`src/inc/erl_map.svh`:
```
/*
 * Address map, reset values and timing constants of the egress rate limit
 * register bank. Assumes the includer wants plain `define names only.
 */
`ifndef ERL_MAP_SVH
`define ERL_MAP_SVH

// register addresses on the internal byte-wide register bus
`define ERL_ADDR_TEST_ONE 8'hBF
`define ERL_ADDR_RSV_CTRL 8'hCF
`define ERL_ADDR_P2_Q1 8'hC7
`define ERL_ADDR_P2_Q2 8'hCD
`define ERL_ADDR_P2_Q3 8'hCE
`define ERL_ADDR_P3_Q1 8'hD7
`define ERL_ADDR_P3_Q2 8'hDD
`define ERL_ADDR_P3_Q3 8'hDE
`define ERL_ADDR_P4_Q1 8'hE7
`define ERL_ADDR_P4_Q2 8'hED
`define ERL_ADDR_P4_Q3 8'hEE

// reset and fixed read values
`define ERL_RST_TEST_ONE 8'h80
`define ERL_RST_RSV_CTRL 8'h15
`define ERL_RST_CAP 7'h00
`define ERL_RD_IDLE 8'h00

// cap field
`define ERL_CAP_MSB 6
`define ERL_CAP_LSB 0
`define ERL_CAP_FULL_ALT 7'h64
`define ERL_CAP_MBPS_MAX 7'h63
`define ERL_CAP_SUB_FIRST 7'h65
`define ERL_CAP_SUB_LAST 7'h67
`define ERL_CAP_SUB_BASE 7'h64

// shaper arithmetic, credit in milli-bits, added once per microsecond
`define ERL_MBPS_MBIT_PER_US 18'h003E8
`define ERL_SUB_MBIT_PER_US 18'h00040
`define ERL_BYTE_MBIT 18'h01F40
`define ERL_BUCKET_MBIT 18'h3E800
`define ERL_CLK_PERIOD_NS 25
`define ERL_TICK_NS 1000

`endif

```
`src/inc/erl_pkg.sv`:
```
/*
 * Types and the rate decode function shared by the register bank and the
 * shaper. Assumes erl_map.svh is on the include path.
 */
`default_nettype none
`include "erl_map.svh"

package erl_pkg;
   typedef logic [6:0] erl_code_t;
   typedef logic [17:0] erl_credit_t;
   typedef logic [1:0] erl_port_t;

   typedef enum logic [1:0] {
      ERL_Q0 = 2'h0,
      ERL_Q1 = 2'h1,
      ERL_Q3 = 2'h3,
      ERL_Q2 = 2'h2
   } erl_queue_e;

   // credit added per tick; zero means no cap (full rate)
   function automatic erl_credit_t erl_rate_fn(input erl_code_t code);
      erl_credit_t inc;
      inc = '0;
      if (code != 7'h00 && code <= `ERL_CAP_MBPS_MAX) begin
         inc = 18'(code * `ERL_MBPS_MBIT_PER_US);
      end else if (code >= `ERL_CAP_SUB_FIRST && code <= `ERL_CAP_SUB_LAST) begin
         inc = 18'(7'(code - `ERL_CAP_SUB_BASE) * `ERL_SUB_MBIT_PER_US);
      end
      return inc;
   endfunction : erl_rate_fn
endpackage : erl_pkg

`default_nettype wire

```
`src/inc/erl_shp_if.sv`:
```
/*
 * Link between the register bank and one queue shaper: cap code, tick,
 * byte take strobe and the send permission. Single core_clk domain.
 */
`timescale 1ns/1ps
`default_nettype none

interface erl_shp_if;
   logic [6:0] code;
   logic tick;
   logic take;
   logic allow;

   modport bank (output code, output tick, output take, input allow);
   modport shaper (input code, input tick, input take, output allow);
endinterface : erl_shp_if

`default_nettype wire

```
`src/rtl/erl_shaper.sv`:
```
/*
 * Token bucket for one egress queue. Credit grows by the decoded rate each
 * tick and one byte is spent per take while a cap is set; a full-rate code spends nothing. Assumes take only when allow is high.
 */
`timescale 1ns/1ps
`default_nettype none
`include "erl_map.svh"

module erl_shaper (
   input wire logic core_clk,
   input wire logic sys_rst,
   erl_shp_if.shaper shp
);
   import erl_pkg::*;

   erl_credit_t credit_ff;
   erl_credit_t nxt_credit;
   erl_credit_t inc;
   logic [18:0] sum;
   logic unlimited;

   assign inc = erl_rate_fn(shp.code);
   assign unlimited = (inc == '0);
   assign sum = {1'b0, credit_ff} + {1'b0, (shp.tick ? inc : 18'h00000)}
      - {1'b0, ((shp.take && !unlimited) ? `ERL_BYTE_MBIT : 18'h00000)};
   // saturate so an idle queue cannot bank an unbounded burst
   assign nxt_credit = (sum > {1'b0, `ERL_BUCKET_MBIT}) ? `ERL_BUCKET_MBIT : sum[17:0];
   assign shp.allow = unlimited || (credit_ff >= `ERL_BYTE_MBIT);

   always_ff @(posedge core_clk) begin
      if (sys_rst) begin
         credit_ff <= 18'h00000;
      end else begin
         credit_ff <= nxt_credit;
      end
   end
endmodule : erl_shaper

`default_nettype wire

```
`src/rtl/erl_regs.sv`:
```
/*
 * Egress queue rate limit register bank for switch ports 2 to 4, with a
 * per-port byte scheduler driven by the caps. Assumes the register bus and
 * the queue pending/weight inputs are logic on core_clk.
 */
`timescale 1ns/1ps
`default_nettype none
`include "erl_map.svh"

// How it works
// - queue 1 cap: 7-bit read/write code in bits 6..0, resets to zero
// - queue 2 cap: 7-bit read/write code in bits 6..0, resets to zero
// - queue 3 cap: 7-bit read/write code in bits 6..0, resets to zero
// - the top queue's outgoing bytes are shaped to the rate its code selects
// - in two-queue mode queue 1 is the high-priority queue
// - in four-queue mode queue 3 is the highest-priority queue
// - four-queue order is 3, then 2, then 1, then 0
// - test register reads 0x80, ignores writes; software leaves it alone
// - codes 1..99 cap at that many Mbps; 0 and 100 mean full rate
// - codes 101, 102, 103 cap at 64, 128, 192 kbps
// - only the top queue is rate exact; lower queues follow weighting
module erl_regs #(
   parameter int NPORT = 3,
   parameter int TICK_CYC = `ERL_TICK_NS / `ERL_CLK_PERIOD_NS
) (
   input wire logic core_clk,
   input wire logic sys_rst,
   input wire logic [7:0] reg_addr,
   input wire logic reg_wr_en,
   input wire logic [7:0] reg_wdata,
   input wire logic reg_rd_en,
   output logic [7:0] reg_rdata,
   output logic reg_rd_valid,
   input wire logic [NPORT-1:0] four_q_mode,
   input wire logic [4*NPORT-1:0] q_pend,
   input wire logic [4*NPORT-1:0] wt_allow,
   output logic [4*NPORT-1:0] q_grant
);
   import erl_pkg::*;

   localparam int TICK_W = $clog2(TICK_CYC + 1);
   localparam logic [TICK_W-1:0] TICK_LAST = TICK_W'(TICK_CYC - 1);

   // cap address of a given port (0 = switch port 2) and queue 1..3
   function automatic logic [7:0] cap_addr_fn(input int p, input int q);
      logic [7:0] a;
      a = `ERL_RD_IDLE;
      case ({p[1:0], q[1:0]})
         4'h1: a = `ERL_ADDR_P2_Q1;
         4'h2: a = `ERL_ADDR_P2_Q2;
         4'h3: a = `ERL_ADDR_P2_Q3;
         4'h5: a = `ERL_ADDR_P3_Q1;
         4'h6: a = `ERL_ADDR_P3_Q2;
         4'h7: a = `ERL_ADDR_P3_Q3;
         4'h9: a = `ERL_ADDR_P4_Q1;
         4'hA: a = `ERL_ADDR_P4_Q2;
         4'hB: a = `ERL_ADDR_P4_Q3;
         default: a = `ERL_RD_IDLE;
      endcase
      return a;
   endfunction : cap_addr_fn

   // tick divider: one-cycle enable each microsecond
   logic [TICK_W-1:0] tick_cnt_ff;
   logic [TICK_W-1:0] nxt_tick_cnt;
   logic tick_ff;
   logic nxt_tick;

   assign nxt_tick = (tick_cnt_ff == TICK_LAST);
   assign nxt_tick_cnt = nxt_tick ? '0 : TICK_W'(tick_cnt_ff + 1'b1);

   always_ff @(posedge core_clk) begin
      if (sys_rst) begin
         tick_cnt_ff <= '0;
         tick_ff <= 1'b0;
      end else begin
         tick_cnt_ff <= nxt_tick_cnt;
         tick_ff <= nxt_tick;
      end
   end

   // cap storage and read mux
   erl_code_t cap_ff [NPORT][3];
   logic [2:0] hit [NPORT];
   logic [7:0] rd_part [NPORT];
   logic [7:0] cap_rd;
   logic [7:0] nxt_rdata;
   logic fixed_test_hit;
   logic fixed_rsv_hit;

   assign fixed_test_hit = (reg_addr == `ERL_ADDR_TEST_ONE);
   assign fixed_rsv_hit = (reg_addr == `ERL_ADDR_RSV_CTRL);

   genvar gp, gq;
   generate
      for (gp = 0; gp < NPORT; gp++) begin : g_port
         for (gq = 0; gq < 3; gq++) begin : g_q
            logic wr_hit;
            assign hit[gp][gq] = (reg_addr == cap_addr_fn(gp, gq + 1));
            assign wr_hit = reg_wr_en && hit[gp][gq];
            always_ff @(posedge core_clk) begin
               if (sys_rst) begin
                  cap_ff[gp][gq] <= `ERL_RST_CAP;
               end else if (wr_hit) begin
                  // bit 7 of the write is dropped
                  cap_ff[gp][gq] <= reg_wdata[`ERL_CAP_MSB:`ERL_CAP_LSB];
               end
            end
         end
         assign rd_part[gp] =
            ({8{hit[gp][0]}} & {1'b0, cap_ff[gp][0]}) |
            ({8{hit[gp][1]}} & {1'b0, cap_ff[gp][1]}) |
            ({8{hit[gp][2]}} & {1'b0, cap_ff[gp][2]});
      end
   endgenerate

   always_comb begin
      cap_rd = `ERL_RD_IDLE;
      for (int p = 0; p < NPORT; p++) begin
         cap_rd = cap_rd | rd_part[p];
      end
   end

   // fixed registers have no storage, so writes cannot disturb them
   assign nxt_rdata = fixed_test_hit ? `ERL_RST_TEST_ONE :
                      fixed_rsv_hit ? `ERL_RST_RSV_CTRL :
                      cap_rd;

   always_ff @(posedge core_clk) begin
      if (sys_rst) begin
         reg_rdata <= `ERL_RD_IDLE;
         reg_rd_valid <= 1'b0;
      end else begin
         reg_rd_valid <= reg_rd_en;
         if (reg_rd_en) begin
            reg_rdata <= nxt_rdata;
         end
      end
   end

   // per-port shapers and byte scheduler
   // grants gathered into one register so q_grant has a single driver
   logic [4*NPORT-1:0] nxt_grant_all;

   generate
      for (gp = 0; gp < NPORT; gp++) begin : g_sched
         erl_shp_if shp[3] ();
         logic [3:0] pend;
         logic [3:0] wt;
         logic [3:0] ok;
         logic [3:0] nxt_grant;
         logic [3:0] top_oh;
         logic [3:0] in_mode;
         logic [2:0] shp_allow;

         for (gq = 0; gq < 3; gq++) begin : g_shp
            assign shp[gq].code = cap_ff[gp][gq];
            assign shp[gq].tick = tick_ff;
            // only the top queue spends credit; lower ones use weighting
            assign shp[gq].take = nxt_grant[gq + 1] && top_oh[gq + 1];
            assign shp_allow[gq] = shp[gq].allow;
            erl_shaper u_shaper (
               .core_clk(core_clk),
               .sys_rst(sys_rst),
               .shp(shp[gq])
            );
         end

         assign pend = q_pend[4*gp +: 4];
         assign wt = wt_allow[4*gp +: 4];
         // four queues: 3 tops the order; two queues: 1 tops it
         assign top_oh = four_q_mode[gp] ? 4'h8 : 4'h2;
         assign in_mode = four_q_mode[gp] ? 4'hF : 4'h3;
         // top queue is shaped exactly, others pass by their weighting grant
         assign ok[0] = pend[0] && in_mode[0] && wt[0];
         assign ok[1] = pend[1] && in_mode[1] &&
                        (top_oh[1] ? shp_allow[0] : wt[1]);
         assign ok[2] = pend[2] && in_mode[2] && wt[2];
         assign ok[3] = pend[3] && in_mode[3] && shp_allow[2];

         // strict order 3 > 2 > 1 > 0
         assign nxt_grant = ok[3] ? 4'h8 :
                            ok[2] ? 4'h4 :
                            ok[1] ? 4'h2 :
                            ok[0] ? 4'h1 : 4'h0;

         assign nxt_grant_all[4*gp +: 4] = nxt_grant;
      end
   endgenerate

   always_ff @(posedge core_clk) begin
      if (sys_rst) begin
         q_grant <= '0;
      end else begin
         q_grant <= nxt_grant_all;
      end
   end

   // queue 2 limit stays stored for software but shapes nothing: in four-queue
   // mode it is never top, and weighting governs it
   // decoded by erl_rate_fn inside each shaper
endmodule : erl_regs

`default_nettype wire

```
`config.mk`:
```
export PLATFORM = sky130hd
export DESIGN_NAME = erl_regs
export DESIGN_NICKNAME = d
export VERILOG_FILES = /design/src/inc/erl_pkg.sv /design/src/inc/erl_shp_if.sv /design/src/rtl/erl_shaper.sv /design/src/rtl/erl_regs.sv
export VERILOG_INCLUDE_DIRS = /design/src /design/src/inc
export SDC_FILE = /design/constraint.sdc
export NUM_CORES = 1
export LEC_CHECK = 0
export ABC_AREA = 0
export BUFFER_PORTS_ARGS = -buffer_cell sky130_fd_sc_hd__buf_2
export CORE_ASPECT_RATIO = 1.5
export CORE_UTILIZATION = 40
export CTS_BUF_LIST = sky130_fd_sc_hd__clkbuf_8
export DETAILED_ROUTE_END_ITERATION = 7
export GPL_ROUTABILITY_DRIVEN = 1
export PLACE_DENSITY = 0.66
export SLEW_MARGIN = 5
export SYNTH_ARGS = -nofsm -noshare
export SYNTH_HDL_FRONTEND = slang
export SYNTH_SLANG_ARGS = --single-unit
```
`constraint.sdc`:
```
create_clock -name core_clk -period 11.7 [get_ports core_clk]
set_input_delay 2.34 -clock core_clk [delete_from_list [all_inputs] [get_ports core_clk]]
set_output_delay 2.34 -clock core_clk [all_outputs]
set_load 0.05 [all_outputs]
```
==> flow_summary_export.csv <==
group,metric,value,unit
routing,via_per_inst,5.30,
routing,wl_per_cell,15.7,um
logic_synthesis,synthAdderAreaFrac,34.6,%
power_and_ir_drop,p_comb_share,77.6,%
clock_tree,root_buffer,"clkbuf_8",
die,ios,68,
worst_setup_path,crit_start,"cap_ff[1][2]",
logic_synthesis,ys_warn_count,0,
routing,wl,57200,um
global_routing,overflow,0,
logic_synthesis,synthCells,2804,
worst_setup_path,critPathCaptureType,"flip-flop",
sta,setup_viol,0,
power_and_ir_drop,p_clk_share,7.5,%
routing,postRouteAntennaNets,0,
clock_tree,cts_buffer_depth,2,
logic_synthesis,synth_commonest_cells,"inv_1, ha_1, nand2_1, nor2_1, a21oi_1",
clock_tree,cts_made_buffers,17,
global_routing,grt_max_degree,46,
clock_tree,cts_tree,"done",
sta,fin_skew,0.0228,ns
logic_synthesis,synth_flop_cell,"dfxtp_1",
power_and_ir_drop,power_density,230,nW/um2
power_and_ir_drop,p_sw_share,51.2,%
logic_synthesis,synth_top_area_share,21.9,%
logic_synthesis,synth_top_family_by_area,"adder cells",
finish,area_growth,6.62,%
logic_synthesis,yosys.cell_types.count,91,
clock_tree,cts_setup_buffers,0,
sta,period_share,81.1,%
logic_synthesis,avgSynthCellArea,8.44,um2
finish,fin_area,25200,um2
die,rows,108,
routing,drc_errors,0,
logic_synthesis,synthArstFlopShare,0,%
power_and_ir_drop,seqPwrFrac,15.0,%
sta,drv_slew,0,
die,dieWidth,201,um
routing,via_count,19300,
worst_setup_path,cp_top_family,"compound AO/OA/AOI/OAI gates",
worst_setup_path,critPathKind,"flip-flop to flip-flop",
clock_tree,clock-sinks,181,
logic_synthesis,synth.area.mux_share,0.307,%
worst_setup_path,cp.arrival,9.94,ns
global_routing,grt_pass1_vias,19900,
hold_path,min_from,"tick_cnt_ff[0]",
hold_path,hold_class,"flip-flop to flip-flop",
worst_setup_path,cpPeakStageDelay,0.76,ns
clock_tree,cts_resized,0,
die,coreArea,58200,um2
power_and_ir_drop,ir_drop,0.0000788,V
placed_design,dp_hpwl,46700,um
clock_tree,htreeDepth,4,
power_and_ir_drop,intPower,2.84,mW
finish,drive_above_1_share,5.02,%
placed_design,place_congestion,0.857,
routing,first_iter_violations,850,
worst_setup_path,critical_path_required,12.14,ns
logic_synthesis,yosysSeqAreaShare,18.0,%
sta,tightest_slew,0.995,ns
placed_design,io_buffer_count,63,
die,die_y,300,um
sta,whs,0.474,ns
die,dieArea,60200,um2
placed_design,placed_area,24900,um2
logic_synthesis,syn_area,23700,um2
worst_setup_path,startpoint_type,"flip-flop",
clock_tree,clock_latency,0.53,ns
power_and_ir_drop,switching_power,2.98,mW
worst_setup_path,critPathMaxFanout,12,
logic_synthesis,yosysTopAreaCell,"ha_1",
worst_setup_path,slowest_stage,"edfxtp_1",
clock_tree,clk_transition_reported_paths,0.12,ns
power_and_ir_drop,power.total,5.81,mW
logic_synthesis,synth_compound_area_share,15.8,%
global_routing,grt_pass1_wl,95600,um
logic_synthesis,synth-simple-area-share,17.0,%
clock_tree,ctsHoldBuffers,0,
global_routing,antenna_found_initial,4,
power_and_ir_drop,leakage,11.8,nW
sta,fmax,0.105,GHz
die,initial_utilization,40.7,%
worst_setup_path,r2r_start,"cap_ff[1][2]",
global_routing,grt_usage,19.6,%
outcome,outcome,"completed",
logic_synthesis,synthTopCellsByArea,"ha_1, fa_1, dfxtp_1, edfxtp_1, inv_1",
worst_setup_path,cp_num_buf_inv,4,
logic_synthesis,synth-edff-count,63,
logic_synthesis,synthXorXnorAreaFrac,5.70,%
finish,finalNetCount,3469,
logic_synthesis,ys_seq_elements,181,
flow_run,maxCapViolations,0,
sta,finalSetupTns,0,ns
sta,post-route-min-period,9.49,ns
sta,slew_headroom,33.5,%
logic_synthesis,yosysMostFrequentCell,"inv_1",
routing,dr.pass1.iters,5,
sta,rsz0062_at_grt,"false",
sta,hold_viol_final,0,
## routing by layer
layer  vias up  GRT usage (%)  routed length, um  share of wire [%]
met5         -              0                 22              0.038
met1      9154           21.4              23000                 40
met2       316           37.5              30300                 53
met4         4           8.22               2020                3.5
met3       123           2.63               1800                3.1
li1       9689              -                  -                  -
## cell usage in the layout, fill, tap and decap left out, types with 23 or more instances in the layout
master / netlist / final
inv_1: 498 / 498
o21ai_0: 109 / 109
edfxtp_1: 63 / 63
and3_1: 23 / 23
o21a_1: 26 / 26
ha_1: 415 / 415
xor2_1: 48 / 48
and2_1: 72 / 72
xnor2_1: 106 / 106
a21oi_1: 168 / 168
nand2b_1: 29 / 29
a31oi_1: 30 / 30
buf_2: 1 / 63
fa_1: 150 / 150
nor2_1: 177 / 177
nand2_1: 185 / 185
nand3_1: 63 / 63
dfxtp_1: 118 / 117
a21o_1: 29 / 29
nor2b_1: 23 / 23
nand4_1: 43 / 43
a22oi_1: 27 / 27
nor3_1: 48 / 48
## cell type report
class	count	area [um2]
Fill cell	5833	33000
Timing Repair Buffer	73	390
Inverter	498	1870
Sequential cell	181	4260
Tap cell	770	963
Clock inverter	15	135
Multi-Input combinational cell	2086	17400
Clock buffer	17	234
Antenna cell	2	5.00
## through the flow
stage / std cells / util (%) / setup WS [ns]
6_report: 3642 / 43.3 / 2.21
4_1_cts: 3640 / 43.3 / 2.13
3_3_place_gp: 3608 / 42.7 / 2.28
2_1_floorplan: 2809 / - / 3.94
5_1_grt: 3641 / 43.3 / 1.62
3_5_place_dp: 3608 / 42.7 / 2.21
## power groups by stage
stage | clock (mW) | sequential [mW] | combinational [mW]
2_1_floorplan | 0 | 0.872 | 3.57
3_3_place_gp | 0 | 0.884 | 4.44
3_5_place_dp | 0 | 0.886 | 4.48
4_1_cts | 0.451 | 0.871 | 4.52
5_1_grt | 0.469 | 0.887 | 5.12
6_report | 0.435 | 0.870 | 4.51
## kinds of logic after synthesis
family	count (synthesis)
AOI/OAI and AO/OA	573
xor gates and xnor gates	154
adders and majority gates	565
buffers and inverters	542
DFF	181
muxes	7
other	1
and+or+nand+nor	781
## final timing paths
path / cells after the start / slack, ns / endpoint
max reg2reg: 28 / 2.21 / g_sched[1].g_shp[2].u_shaper.credit_ff[7]
max: 28 / 2.21 / g_sched[1].g_shp[2].u_shaper.credit_ff[7]
min: 1 / 0.47 / tick_cnt_ff[0]
min reg2reg: 1 / 0.47 / tick_cnt_ff[0]
## sequential cells by signal, summed over array words and instances (netlist names)
signal and cells:
tick_cnt_ff 6, reg_rd_valid 1, g_sched.shp.tick 1, g_sched.g_shp.u_shaper.credit_ff 90, q_grant 12, cap_ff 63, reg_rdata 8
## worst register-to-register path, delay by kind of cell, from the launching register on
family | cells | cell delay (ns)
AOI/OAI and AO/OA | 12 | 3.79
adders and majority gates | 7 | 2.85
and+or+nand+nor | 3 | 1.01
DFF | 1 | 0.76
xor gates and xnor gates | 2 | 0.55
buffers and inverters | 4 | 0.44
Power figures use the tool's default switching activity.
